## config.mk

```make
export PLATFORM = sky130hd
export DESIGN_NAME = mcsp_core
export DESIGN_NICKNAME = d
export VERILOG_FILES = /design/src/mcsp_pkg.sv /design/src/mcsp_core.sv
export SDC_FILE = /design/constraint.sdc
export NUM_CORES = 1
export LEC_CHECK = 0
export BUFFER_PORTS_ARGS = -buffer_cell sky130_fd_sc_hd__buf_2
export CORE_UTILIZATION = 40
export DETAILED_ROUTE_END_ITERATION = 6
export GPL_ROUTABILITY_DRIVEN = 0
export GPL_TIMING_DRIVEN = 1
export HOLD_SLACK_MARGIN = 0.1
export PLACE_DENSITY = 0.73
export SLEW_MARGIN = 30
export SYNTH_ARGS = -nofsm -noshare
export SYNTH_HDL_FRONTEND = slang
export SYNTH_SLANG_ARGS = --single-unit
```

## constraint.sdc

```tcl
create_clock -name mclk -period 3.87 [get_ports mclk]
set_input_delay 0.1935 -clock mclk [delete_from_list [all_inputs] [get_ports mclk]]
set_output_delay 0.1935 -clock mclk [all_outputs]
set_load 0.02 [all_outputs]
```

## src/mcsp_pkg.sv

```systemverilog
// mcsp_pkg: constants for the processor core register bank
// assumes: included first; every user writes mcsp_pkg::name
package mcsp_pkg;
  // ****************************************
  // register offsets
  // ****************************************
  localparam logic [7:0] OFS_PORT_LINES_0_3 = 8'h80;
  localparam logic [7:0] OFS_STACK_POINTER = 8'h81;
  localparam logic [7:0] OFS_DATA_POINTER0_LOW = 8'h82;
  localparam logic [7:0] OFS_DATA_POINTER0_HIGH = 8'h83;
  localparam logic [7:0] OFS_DATA_POINTER1_LOW = 8'h84;
  localparam logic [7:0] OFS_DATA_POINTER1_HIGH = 8'h85;
  localparam logic [7:0] OFS_MEMORY_STRETCH_CONTROL = 8'h8e;
  localparam logic [7:0] OFS_PORT_LINES_4_7 = 8'h90;
  localparam logic [7:0] OFS_PORT_LINES_8_11 = 8'ha0;
  localparam logic [7:0] OFS_PORT_LINES_12_14 = 8'hb0;
  localparam logic [7:0] OFS_PROCESSOR_STATUS_WORD = 8'hd0;
  localparam logic [7:0] OFS_MULTIPLY_DIVIDE_OPERAND = 8'hf0;
  // ****************************************
  // reset values
  // ****************************************
  localparam logic [7:0] RST_PORT = 8'hff;
  localparam logic [7:0] RST_STACK_POINTER = 8'h07;
  localparam logic [7:0] RST_ZERO8 = 8'h00;
  localparam logic [15:0] RST_PROGRAM_COUNTER = 16'h0000;
  localparam logic [7:0] RST_MEMORY_STRETCH_CONTROL = 8'h01;
  // ****************************************
  // status word fields
  // ****************************************
  localparam int PSW_CARRY_FLAG = 7;
  localparam int PSW_NIBBLE_CARRY_FLAG = 6;
  localparam int PSW_USER_FLAG_FIVE = 5;
  localparam int PSW_BANK_SELECT_HIGH = 4;
  localparam int PSW_BANK_SELECT_LOW = 3;
  localparam int PSW_OVERFLOW_FLAG = 2;
  localparam int PSW_USER_FLAG_ONE = 1;
  localparam int PSW_PARITY = 0;
  localparam logic [7:0] BANK_SIZE = 8'h08;
  // ****************************************
  // port and stretch fields
  // ****************************************
  localparam int LINE_COUNT = 15;
  localparam logic [3:0] TOP_PORT_MASK = 4'h7;
  localparam logic [3:0] STRETCH_ONE = 4'h1;
  localparam logic [3:0] READ_EXTRA = 4'h0;
  localparam logic [3:0] WRITE_EXTRA = 4'h1;
endpackage

```

## src/mcsp_core.sv

```systemverilog
// mcsp_core: core special-function registers, port lines and move stretch
// assumes: execution logic drives single-cycle pulses on mclk; a plain
// register port with read data one cycle after the read strobe
`timescale 1ns/1ns
module mcsp_core (
  // clock and reset
  input wire logic mclk,
  input wire logic reset_n,
  // register port
  input wire logic [7:0] reg_addr,
  input wire logic [7:0] reg_wdata,
  input wire logic reg_wr,
  input wire logic reg_rd,
  output logic [7:0] reg_rdata,
  // execution unit
  input wire logic [7:0] acc_value,
  input wire logic flag_update,
  input wire logic carry_in,
  input wire logic nibble_carry_in,
  input wire logic overflow_in,
  input wire logic operand_we,
  input wire logic [7:0] operand_wdata,
  input wire logic stack_push,
  input wire logic stack_pop,
  input wire logic pc_advance,
  input wire logic pc_load,
  input wire logic [15:0] pc_load_value,
  input wire logic data_pointer_sel,
  // core state out
  output logic [7:0] operand_value,
  output logic [7:0] status_value,
  output logic [7:0] stack_pointer_value,
  output logic [7:0] bank_base,
  output logic [15:0] program_counter,
  output logic [15:0] code_read_addr,
  // port lines
  input wire logic port_enable,
  input wire logic [14:0] line_in,
  output logic [14:0] line_out,
  output logic [14:0] line_oe,
  // external data move
  input wire logic xmove_req,
  input wire logic xmove_write,
  output logic xmove_busy,
  output logic [15:0] xmove_addr,
  output logic xmove_addr_valid,
  output logic xmove_rd_strobe,
  output logic xmove_wr_strobe
);

  // ****************************************
  // helpers
  // ****************************************
  function automatic logic hit(input logic [7:0] a, input logic [7:0] ofs);
    hit = (a == ofs);
  endfunction

  function automatic logic [7:0] port_read(input logic [7:0] latch,
                                           input logic [3:0] pins,
                                           input logic [3:0] dmask);
    port_read = {latch[7:4] & dmask, pins};
  endfunction

  // ****************************************
  // state
  // ****************************************
  logic [7:0] operand_reg, operand_next;
  logic [7:0] psw_reg, psw_next;
  logic [7:0] sp_reg, sp_next;
  logic [7:0] dp0l_reg, dp0l_next, dp0h_reg, dp0h_next;
  logic [7:0] dp1l_reg, dp1l_next, dp1h_reg, dp1h_next;
  logic [15:0] pc_reg, pc_next;
  logic [7:0] stretch_reg, stretch_next;
  logic [7:0] port0_reg, port0_next, port1_reg, port1_next;
  logic [7:0] port2_reg, port2_next, port3_reg, port3_next;
  logic [7:0] rdata_reg, rdata_next;
  logic [15:0] dp_sel;
  logic parity;

  // ****************************************
  // core registers
  // ****************************************
  // parity follows accumulator
  assign parity = ^acc_value;

  always_comb begin
    operand_next = operand_reg;
    psw_next = psw_reg;
    sp_next = sp_reg;
    dp0l_next = dp0l_reg;
    dp0h_next = dp0h_reg;
    dp1l_next = dp1l_reg;
    dp1h_next = dp1h_reg;
    pc_next = pc_reg;
    stretch_next = stretch_reg;
    if (reg_wr && hit(reg_addr, mcsp_pkg::OFS_MULTIPLY_DIVIDE_OPERAND)) begin
      operand_next = reg_wdata;
    end
    if (operand_we) begin
      operand_next = operand_wdata;
    end
    // software owns flags five, one and bank bits
    if (reg_wr && hit(reg_addr, mcsp_pkg::OFS_PROCESSOR_STATUS_WORD)) begin
      psw_next = reg_wdata;
    end
    // arithmetic update beats a software write
    if (flag_update) begin
      psw_next[mcsp_pkg::PSW_CARRY_FLAG] = carry_in;
      psw_next[mcsp_pkg::PSW_NIBBLE_CARRY_FLAG] = nibble_carry_in;
      psw_next[mcsp_pkg::PSW_OVERFLOW_FLAG] = overflow_in;
    end
    psw_next[mcsp_pkg::PSW_PARITY] = 1'b0;
    if (reg_wr && hit(reg_addr, mcsp_pkg::OFS_STACK_POINTER)) begin
      sp_next = reg_wdata;
    end
    if (stack_push) begin
      sp_next = sp_reg + 8'h01;
    end else if (stack_pop) begin
      sp_next = sp_reg - 8'h01;
    end
    if (reg_wr && hit(reg_addr, mcsp_pkg::OFS_DATA_POINTER0_LOW)) begin
      dp0l_next = reg_wdata;
    end
    if (reg_wr && hit(reg_addr, mcsp_pkg::OFS_DATA_POINTER0_HIGH)) begin
      dp0h_next = reg_wdata;
    end
    if (reg_wr && hit(reg_addr, mcsp_pkg::OFS_DATA_POINTER1_LOW)) begin
      dp1l_next = reg_wdata;
    end
    if (reg_wr && hit(reg_addr, mcsp_pkg::OFS_DATA_POINTER1_HIGH)) begin
      dp1h_next = reg_wdata;
    end
    if (pc_load) begin
      pc_next = pc_load_value;
    end else if (pc_advance) begin
      pc_next = pc_reg + 16'h0001;
    end
    if (reg_wr && hit(reg_addr, mcsp_pkg::OFS_MEMORY_STRETCH_CONTROL)) begin
      stretch_next = reg_wdata;
    end
  end

  always_ff @(posedge mclk or negedge reset_n) begin
    if (!reset_n) begin
      operand_reg <= mcsp_pkg::RST_ZERO8;
      psw_reg <= mcsp_pkg::RST_ZERO8;
      sp_reg <= mcsp_pkg::RST_STACK_POINTER;
      dp0l_reg <= mcsp_pkg::RST_ZERO8;
      dp0h_reg <= mcsp_pkg::RST_ZERO8;
      dp1l_reg <= mcsp_pkg::RST_ZERO8;
      dp1h_reg <= mcsp_pkg::RST_ZERO8;
      pc_reg <= mcsp_pkg::RST_PROGRAM_COUNTER;
      stretch_reg <= mcsp_pkg::RST_MEMORY_STRETCH_CONTROL;
    end else begin
      operand_reg <= operand_next;
      psw_reg <= psw_next;
      sp_reg <= sp_next;
      dp0l_reg <= dp0l_next;
      dp0h_reg <= dp0h_next;
      dp1l_reg <= dp1l_next;
      dp1h_reg <= dp1h_next;
      pc_reg <= pc_next;
      stretch_reg <= stretch_next;
    end
  end

  assign dp_sel = data_pointer_sel ? {dp1h_reg, dp1l_reg} : {dp0h_reg, dp0l_reg};
  assign code_read_addr = dp_sel;
  assign operand_value = operand_reg;
  assign status_value = {psw_reg[7:1], parity};
  assign stack_pointer_value = sp_reg;
  assign program_counter = pc_reg;
  // bank base is bank number times eight
  assign bank_base = {3'h0, psw_reg[mcsp_pkg::PSW_BANK_SELECT_HIGH],
                      psw_reg[mcsp_pkg::PSW_BANK_SELECT_LOW], 3'h0};

  // ****************************************
  // port lines
  // ****************************************
  always_comb begin
    port0_next = port0_reg;
    port1_next = port1_reg;
    port2_next = port2_reg;
    port3_next = port3_reg;
    // one register per group of lines
    // one write sets direction and level
    if (reg_wr && hit(reg_addr, mcsp_pkg::OFS_PORT_LINES_0_3)) begin
      port0_next = reg_wdata;
    end
    if (reg_wr && hit(reg_addr, mcsp_pkg::OFS_PORT_LINES_4_7)) begin
      port1_next = reg_wdata;
    end
    if (reg_wr && hit(reg_addr, mcsp_pkg::OFS_PORT_LINES_8_11)) begin
      port2_next = reg_wdata;
    end
    if (reg_wr && hit(reg_addr, mcsp_pkg::OFS_PORT_LINES_12_14)) begin
      port3_next = reg_wdata;
    end
  end

  always_ff @(posedge mclk or negedge reset_n) begin
    if (!reset_n) begin
      // outputs at reset, held off by enable
      port0_reg <= mcsp_pkg::RST_PORT;
      port1_reg <= mcsp_pkg::RST_PORT;
      port2_reg <= mcsp_pkg::RST_PORT;
      port3_reg <= mcsp_pkg::RST_PORT;
    end else begin
      port0_reg <= port0_next;
      port1_reg <= port1_next;
      port2_reg <= port2_next;
      port3_reg <= port3_next;
    end
  end

  assign line_out = {port3_reg[2:0], port2_reg[3:0], port1_reg[3:0], port0_reg[3:0]};
  // direction one drives; nothing driven until enabled
  assign line_oe = {port3_reg[6:4], port2_reg[7:4], port1_reg[7:4], port0_reg[7:4]}
                   & {mcsp_pkg::LINE_COUNT{port_enable}};

  // ****************************************
  // register read port
  // ****************************************
  always_comb begin
    rdata_next = 8'h00;
    if (reg_rd) begin
      case (reg_addr)
        mcsp_pkg::OFS_MULTIPLY_DIVIDE_OPERAND: rdata_next = operand_reg;
        mcsp_pkg::OFS_PROCESSOR_STATUS_WORD: rdata_next = {psw_reg[7:1], parity};
        mcsp_pkg::OFS_STACK_POINTER: rdata_next = sp_reg;
        mcsp_pkg::OFS_DATA_POINTER0_LOW: rdata_next = dp0l_reg;
        mcsp_pkg::OFS_DATA_POINTER0_HIGH: rdata_next = dp0h_reg;
        mcsp_pkg::OFS_DATA_POINTER1_LOW: rdata_next = dp1l_reg;
        mcsp_pkg::OFS_DATA_POINTER1_HIGH: rdata_next = dp1h_reg;
        mcsp_pkg::OFS_MEMORY_STRETCH_CONTROL: rdata_next = stretch_reg;
        // level bits come from the pins
        mcsp_pkg::OFS_PORT_LINES_0_3: rdata_next = port_read(port0_reg, line_in[3:0], 4'hf);
        mcsp_pkg::OFS_PORT_LINES_4_7: rdata_next = port_read(port1_reg, line_in[7:4], 4'hf);
        mcsp_pkg::OFS_PORT_LINES_8_11: rdata_next = port_read(port2_reg, line_in[11:8], 4'hf);
        // absent top direction bit reads zero
        mcsp_pkg::OFS_PORT_LINES_12_14: rdata_next = port_read(port3_reg,
                                          {1'b0, line_in[14:12]}, mcsp_pkg::TOP_PORT_MASK);
        default: rdata_next = 8'h00;
      endcase
    end
  end

  always_ff @(posedge mclk or negedge reset_n) begin
    if (!reset_n) begin
      rdata_reg <= 8'h00;
    end else begin
      rdata_reg <= rdata_next;
    end
  end

  assign reg_rdata = rdata_reg;

  // ****************************************
  // external data move sequencer
  // ****************************************
  // stretch sampled at start so a mid-move rewrite cannot bend the strobes
  typedef enum logic [2:0] {
    XM_IDLE = 3'b001,
    XM_READ = 3'b010,
    XM_WRITE = 3'b100
  } mcsp_xm_e;

  mcsp_xm_e xm_reg, xm_next;
  logic [3:0] cnt_reg, cnt_next;
  logic [3:0] len_reg, len_next;
  logic [15:0] xaddr_reg, xaddr_next;
  logic rd_reg, rd_next, wr_reg, wr_next;
  logic [3:0] st;
  logic [3:0] wr_len;

  assign st = {1'b0, stretch_reg[2:0]};
  // write strobe one cycle up to stretch one, else stretch
  assign wr_len = (len_reg <= mcsp_pkg::STRETCH_ONE) ? mcsp_pkg::STRETCH_ONE : len_reg;

  always_comb begin
    xm_next = xm_reg;
    cnt_next = cnt_reg;
    len_next = len_reg;
    xaddr_next = xaddr_reg;
    case (xm_reg)
      XM_IDLE: begin
        if (xmove_req) begin
          xm_next = xmove_write ? XM_WRITE : XM_READ;
          cnt_next = 4'h0;
          len_next = st;
          xaddr_next = dp_sel;
        end
      end
      XM_READ: begin
        // address and strobe stretch plus one
        if (cnt_reg == len_reg + mcsp_pkg::READ_EXTRA) begin
          xm_next = XM_IDLE;
        end else begin
          cnt_next = cnt_reg + 4'h1;
        end
      end
      XM_WRITE: begin
        if (cnt_reg == len_reg + mcsp_pkg::WRITE_EXTRA) begin
          xm_next = XM_IDLE;
        end else begin
          cnt_next = cnt_reg + 4'h1;
        end
      end
      default: begin
        xm_next = XM_IDLE;
      end
    endcase
  end

  function automatic logic [3:0] wr_len_n(input mcsp_xm_e s, input logic [3:0] stv,
                                          input logic [3:0] cur);
    if (s == XM_IDLE) begin
      wr_len_n = (stv <= mcsp_pkg::STRETCH_ONE) ? mcsp_pkg::STRETCH_ONE : stv;
    end else begin
      wr_len_n = cur;
    end
  endfunction

  always_comb begin
    rd_next = (xm_next == XM_READ);
    wr_next = 1'b0;
    // strobe after one cycle of address setup
    if (xm_next == XM_WRITE) begin
      wr_next = (cnt_next >= 4'h1) && (cnt_next <= wr_len_n(xm_reg, st, wr_len));
    end
  end

  always_ff @(posedge mclk or negedge reset_n) begin
    if (!reset_n) begin
      xm_reg <= XM_IDLE;
      cnt_reg <= 4'h0;
      len_reg <= 4'h0;
      xaddr_reg <= 16'h0000;
      rd_reg <= 1'b0;
      wr_reg <= 1'b0;
    end else begin
      xm_reg <= xm_next;
      cnt_reg <= cnt_next;
      len_reg <= len_next;
      xaddr_reg <= xaddr_next;
      rd_reg <= rd_next;
      wr_reg <= wr_next;
    end
  end

  assign xmove_busy = (xm_reg != XM_IDLE);
  assign xmove_addr_valid = (xm_reg != XM_IDLE);
  assign xmove_addr = xaddr_reg;
  assign xmove_rd_strobe = rd_reg;
  assign xmove_wr_strobe = wr_reg;

endmodule

```

## After elaboration in Yosys (flattened, before gate mapping)

Cells that the tools add are included.

| word-level totals | value |
|---|---|
| word-level logic and storage cells | 97 |
| register bits after elaboration | 146 |
| bits of input ports | 80 |
| output and inout bits | 122 |

| cells by class | value |
|---|---|
| muxes and demuxes | 27 |
| eq/ne operators | 20 |
| add/sub/neg operators | 5 |
| magnitude comparators | 4 |
| reduce and logical (&&, ||, !) cells | 19 |
| bitwise operators | 1 |

Operators with widths:

| operator | count |
|---|---|
| == test 8 bit, second input constant | 12 |
| one-hot mux 8 bit (12 select lines) | 1 |
| 2-to-1 mux 8 bit | 7 |
| 2-to-1 mux 16 bit | 3 |
| 2-to-1 mux 3 bit | 7 |
| adder 16 x 1 -> 16 bit, second input constant | 1 |
| 2-to-1 mux 4 bit | 4 |
| AND 15 bit | 1 |
| logical AND 1 bit | 13 |
| one-hot mux 4 bit (3 select lines) | 1 |
| one-hot mux 3 bit (3 select lines) | 1 |
| adder 8 x 1 -> 8 bit, second input constant | 1 |
| parity 8 bit | 1 |
| subtractor 8 x 1 -> 8 bit, second input constant | 1 |
| == test 3 x 2 -> 1 bit, second input constant | 2 |
| == test 3 bit, second input constant | 2 |
| less-or-equal comparator 3 x 1 -> 1 bit, second input constant | 2 |
| nonzero test 2 bit | 3 |
| adder 3 x 1 -> 4 bit, second input constant | 1 |
| adder 4 x 1 -> 4 bit, second input constant | 1 |
| == test 4 x 3 -> 1 bit | 1 |
| == test 4 bit | 1 |
| >= comparator 4 x 1 -> 1 bit, second input constant | 1 |
| less-or-equal comparator 4 bit | 1 |
| 6 further kinds | 7 |

## Depth between registers and ports, before layout

| depth | value |
|---|---|
| depth in word-level cells | 9 |
| gate-level depth with buffers | 12 |
| mapped depth without buffers | 12 |

## Least setup slack after synthesis

No wires, ideal clock.

| path | value |
|---|---|
| path kind | register to register |
| start | register len_reg[0] |
| end | register wr_reg, in the netlist xmove_wr_strobe |
| buffers on the path | 0 |
| cell stages (with the launch flop) | 13 |
| setup time | 94 ps |
| required time | 3776 ps |
| period minus slack after synthesis | 2930 ps |
| path slack | 940 ps |
| arrival time | 2836 ps |
| cell sequence | dfrtp_1 ha_1 xor3_1 o22ai_1 a21o_1 nand2_1 a22o_1 ha_1 nor2b_1 o21a_1 o21ai_0 o211ai_1 a211oi_1 |

| between the ends | value |
|---|---|
| word-level cells in the longest chain between the ends | 7 |
| elaborated cells between the ends (all ways) | 18 |
| classes of those cells | add/sub (1); order compare (3); eq/ne (3); mux (10); reduce/logical (1) |

RTL lines:

| element | RTL line | RTL |
|---|---|---|
| start, declared | mcsp_core.sv:270 | `logic [3:0] len_reg, len_next;` |
| start signal, assigned | mcsp_core.sv:344 | `len_reg <= len_next;` |
| adder 3 x 1 -> 4 bit | mcsp_core.sv:303 | `if (cnt_reg == len_reg + mcsp_pkg::WRITE_EXTRA) begin` |
| == test 4 bit | mcsp_core.sv:303 |  |
| 2-to-1 mux 4 bit | mcsp_core.sv:303 |  |
| one-hot mux 4 bit (3 select lines) (*) | mcsp_core.sv:285 | `case (xm_reg)` |
| named net cnt_next[1] | mcsp_core.sv:269 | `logic [3:0] cnt_reg, cnt_next;` |
| >= comparator 4 x 1 -> 1 bit / less-or-equal comparator 4 bit (equally long branches) | mcsp_core.sv:329 | `wr_next = (cnt_next >= 4'h1) && (cnt_next <= wr_len_n(xm_reg, st, wr_len));` |
| logical AND 1 bit (*) | mcsp_core.sv:329 |  |
| 2-to-1 mux 1 bit (*) | mcsp_core.sv:328 | `if (xm_next == XM_WRITE) begin` |
| named net wr_next | mcsp_core.sv:272 | `logic rd_reg, rd_next, wr_reg, wr_next;` |
| end signal, assigned | mcsp_core.sv:347 | `wr_reg <= wr_next;` |
| end, declared | mcsp_core.sv:272 |  |

The timed path passes the listed nets; every way through them passes the cells marked *. The select of a mux whose other input is x is not followed.
A chain may end at the register's enable or synchronous reset.

## Final worst setup path

Same ends and word-level chain as after synthesis.

==> results.ini <==
[route]
drc=0
top_layer=met4
drtPass1Iterations=5
via_count=6775
finalWirelength_mm=23.0
wl_met2_mm=11.0
dr.first_iter.drc_count=399
vias_per_cell=5.44
wl_met1_mm=9.75
wl_per_cell_um=18.4
final_antenna_net_count=0
wl_met3_mm=1.58

[synth]
syn_area_per_cell_sq_um=10.4
synth-edff-count=0
synthCells=781
synth.cell_area_sq_um=8100
synthFlopType=dfrtp_1
yosysSeqAreaShare_pct=45.3
synthArstFlopShare_pct=100
synth.distinct_cells=77
synth_warnings=0
ys_ff_latch=145

[timing]
finalSetupTns_ns=0
hold_ws_ns=0.122
min_period_over_period_pct=88.1
hold_viol=0
drv_slew=0
clock.fmax_ghz=0.293
fin_crit_ns=3.41
tightest_slew_ns=0.862
slew_headroom_pct=42.4
fin_skew_ns=0.0118
rsz0062_at_grt=false
finalSetupViolCount=0

[power_and_ir_drop]
powerDensity_nw_per_um2=457
peakVddDrop_mv=0.325
leakage_nw=4.97

[clock_tree]
clockBufferDepth=2
htreeDepth=4
path_clk_slew_ns=0.08
cts.sinks=145
cts_tree=built
worstSkewPairLatency_ns=0.43
cts_buffers=17
root_buffer=clkbuf_16

[layout]
drive_gt1_share_pct=30.8
seqCellArea_sq_um=3670
fill_cells=1804
multi_input_area_sq_um=3990
layout_commonest_cell=buf_2
areaGrowthSynthToFinish_pct=23.7
final_cell_mix=buf_2, nand2_1, dfrtp_1
fin_nets=1054

[worst_setup_path]
path_cells=ha_1 -> xor3_1 -> o22ai_1 -> a21o_1 -> nand2_1 -> a22o_1 -> ha_1 -> nor2b_1 -> o21a_1 -> o21ai_0 -> o211ai_1 -> a211oi_1
crit_path_max_fanout=6
timing.rr.start=len_reg[0]$_DFFE_PN0P_
critPathRequiredTime_ns=4.19
critPathBufInv=0
crit_family=compound AO/OA/AOI/OAI gates
worstSetupEndpointType=register
r2r_slack_ns=0.46
crit_path_start_kind=register
critPathKind=register to register
worstPathArrival_ns=3.73
cpMostUsedCell=ha_1
reg2reg_depth=12
cp_slowest_stage_delay_ns=0.45
worst_path_max_delay_cell=dfrtp_1
regToRegEndpoint=xmove_wr_strobe$_DFF_PN0_

[min_path]
min_path_type=input port to register
hold_path.startpoint=operand_we
hold_depth=3
whs_endpoint=operand_value[0]$_DFFE_PN0P_

[floorplanning]
ios=202
core-area_sq_um=19700
start_util_pct=41.2
die_area_sq_um=20800
fp-row-count=51
die_x_um=144
die_h_um=144

[placed_design]
port_buffers=195
post-dp-hpwl_mm=15.9

[global_routing]
grt_max_degree=101
grt_overflow=0
grt_pass1_wl_mm=35.5
grt_pass1_vias=6548
antenna_found_initial=0
track_usage_pct=22.8

[status]
status=completed

[flow_run]
drv_cap=0

logic make-up (layout without fill, tap and decap cells):
group | Yosys count | count (layout) | synth area share, %
multiplexers | 123 | 123 | 17.3
flip-flops | 145 | 145 | 45.3
adder cells (fa/ha/maj) | 8 | 8 | 1.24
AO/OA/AOI/OAI | 133 | 133 | 10.7
XOR/XNOR | 32 | 32 | 3.65
AND/OR/NAND/NOR | 252 | 252 | 16.2
other | 1 | 7 | 0.0463
buffers and inverters | 87 | 280 | 5.58
area by class of cell:
class,instances,area share (%)
Multi-Input combinational cell,554,39.9
Sequential cell,145,36.7
Timing Repair Buffer,234,13.8
Clock buffer,17,4.25
Tap cell,265,3.31
Clock inverter,15,1.60
Inverter,14,0.525
Antenna cell,1,0.0250
per-stage QoR:
stage	cell area (sq um)	utilization [%]	instances	setup slack, ns	power, W
after floorplan	8120	-	786	0.940	0.00257
after global placement	9070	46.2	1177	0.695	0.00291
after detailed placement	9070	46.2	1177	0.518	0.00293
after CTS	10000	50.9	1244	0.493	0.00461
after global routing	10000	50.9	1244	0.216	0.00481
final	10000	51.0	1245	0.461	0.00457
routing by layer:
| layer | up-vias | track usage [%] |
|---|---|---|
| met1 | 3323 | 29.6 |
| met5 | - | 0 |
| met2 | 261 | 36.3 |
| met4 | 0 | 8.42 |
| met3 | 47 | 5.93 |
| li1 | 3144 | - |
worst reg2reg max path: cells and delay by family (launching register included):
| family | cells | cell delay [ns] |
|---|---|---|
| compound gates | 7 | 1.63 |
| fa+ha+maj | 2 | 0.59 |
| flops | 1 | 0.45 |
| xor+xnor | 1 | 0.38 |
| simple gates | 2 | 0.24 |
cells in the mapped netlist (3+ instances only):
| master | n | area (sq um) |
|---|---|---|
| mux4_2 | 4 | 90.1 |
| nor3_1 | 9 | 45.0 |
| xor2_1 | 11 | 96.3 |
| a31oi_1 | 10 | 62.6 |
| mux2_2 | 16 | 180 |
| inv_1 | 12 | 45.0 |
| ha_1 | 8 | 100 |
| clkbuf_1 | 29 | 109 |
| and4_1 | 4 | 35.0 |
| mux2i_1 | 25 | 250 |
| buf_1 | 3 | 11.3 |
| nor3b_1 | 6 | 45.0 |
| a21oi_1 | 20 | 100 |
| o21ai_1 | 32 | 160 |
| nand4_1 | 11 | 68.8 |
| and3b_1 | 3 | 26.3 |
| and3_1 | 9 | 56.3 |
| a211oi_1 | 3 | 22.5 |
| or3_1 | 6 | 37.5 |
| nand2_1 | 121 | 454 |
| a22oi_1 | 10 | 75.1 |
| nand3_1 | 13 | 65.1 |
| buf_2 | 13 | 65.1 |
| and2_1 | 18 | 113 |
| xnor2_1 | 20 | 175 |
| buf_4 | 27 | 203 |
| a32o_1 | 4 | 40.0 |
| dfrtp_1 | 110 | 2750 |
| mux2_1 | 78 | 878 |
| a221oi_1 | 7 | 61.3 |
| o21ai_0 | 12 | 60.1 |
| nand2b_1 | 3 | 18.8 |
| nor2b_1 | 4 | 25.0 |
| nor2_1 | 23 | 86.3 |
| o22ai_1 | 11 | 68.8 |
| dfstp_2 | 35 | 920 |
report_power, final:
| group | internal (W) | leakage [nW] | switching (W) | total (W) |
|---|---|---|---|---|
| logic | 0.000415 | 2.86 | 0.000654 | 0.00107 |
| clock network | 0.000868 | 0.287 | 0.000770 | 0.00164 |
| registers | 0.00168 | 1.82 | 0.000188 | 0.00187 |
| total | 0.00296 | 4.97 | 0.00161 | 0.00457 |
worst max path at each step:
| stage | startpoint | to | slack (ns) | cells past startpoint |
|---|---|---|---|---|
| 4_1_cts | len_reg[0]$_DFFE_PN0P_ | xmove_wr_strobe$_DFF_PN0_ | 0.49 | 12 |
| 3_3_place_gp | len_reg[0]$_DFFE_PN0P_ | xmove_wr_strobe$_DFF_PN0_ | 0.70 | 12 |
| 5_1_grt | len_reg[0]$_DFFE_PN0P_ | xmove_wr_strobe$_DFF_PN0_ | 0.22 | 12 |
| 2_1_floorplan | len_reg[0]$_DFFE_PN0P_ | xmove_wr_strobe$_DFF_PN0_ | 0.94 | 12 |
| 6_report | len_reg[0]$_DFFE_PN0P_ | xmove_wr_strobe$_DFF_PN0_ | 0.46 | 12 |
| 3_5_place_dp | len_reg[0]$_DFFE_PN0P_ | xmove_wr_strobe$_DFF_PN0_ | 0.52 | 12 |
repair_timing:
| action | in CTS | in global routing |
|---|---|---|
| hold endpoints to repair | 96 | 0 |
| gates resized for setup | 0 | 0 |
| setup buffers | 0 | 0 |
| hold buffers | 35 | 0 |
No activity file was read; power rests on OpenSTA's default activity.
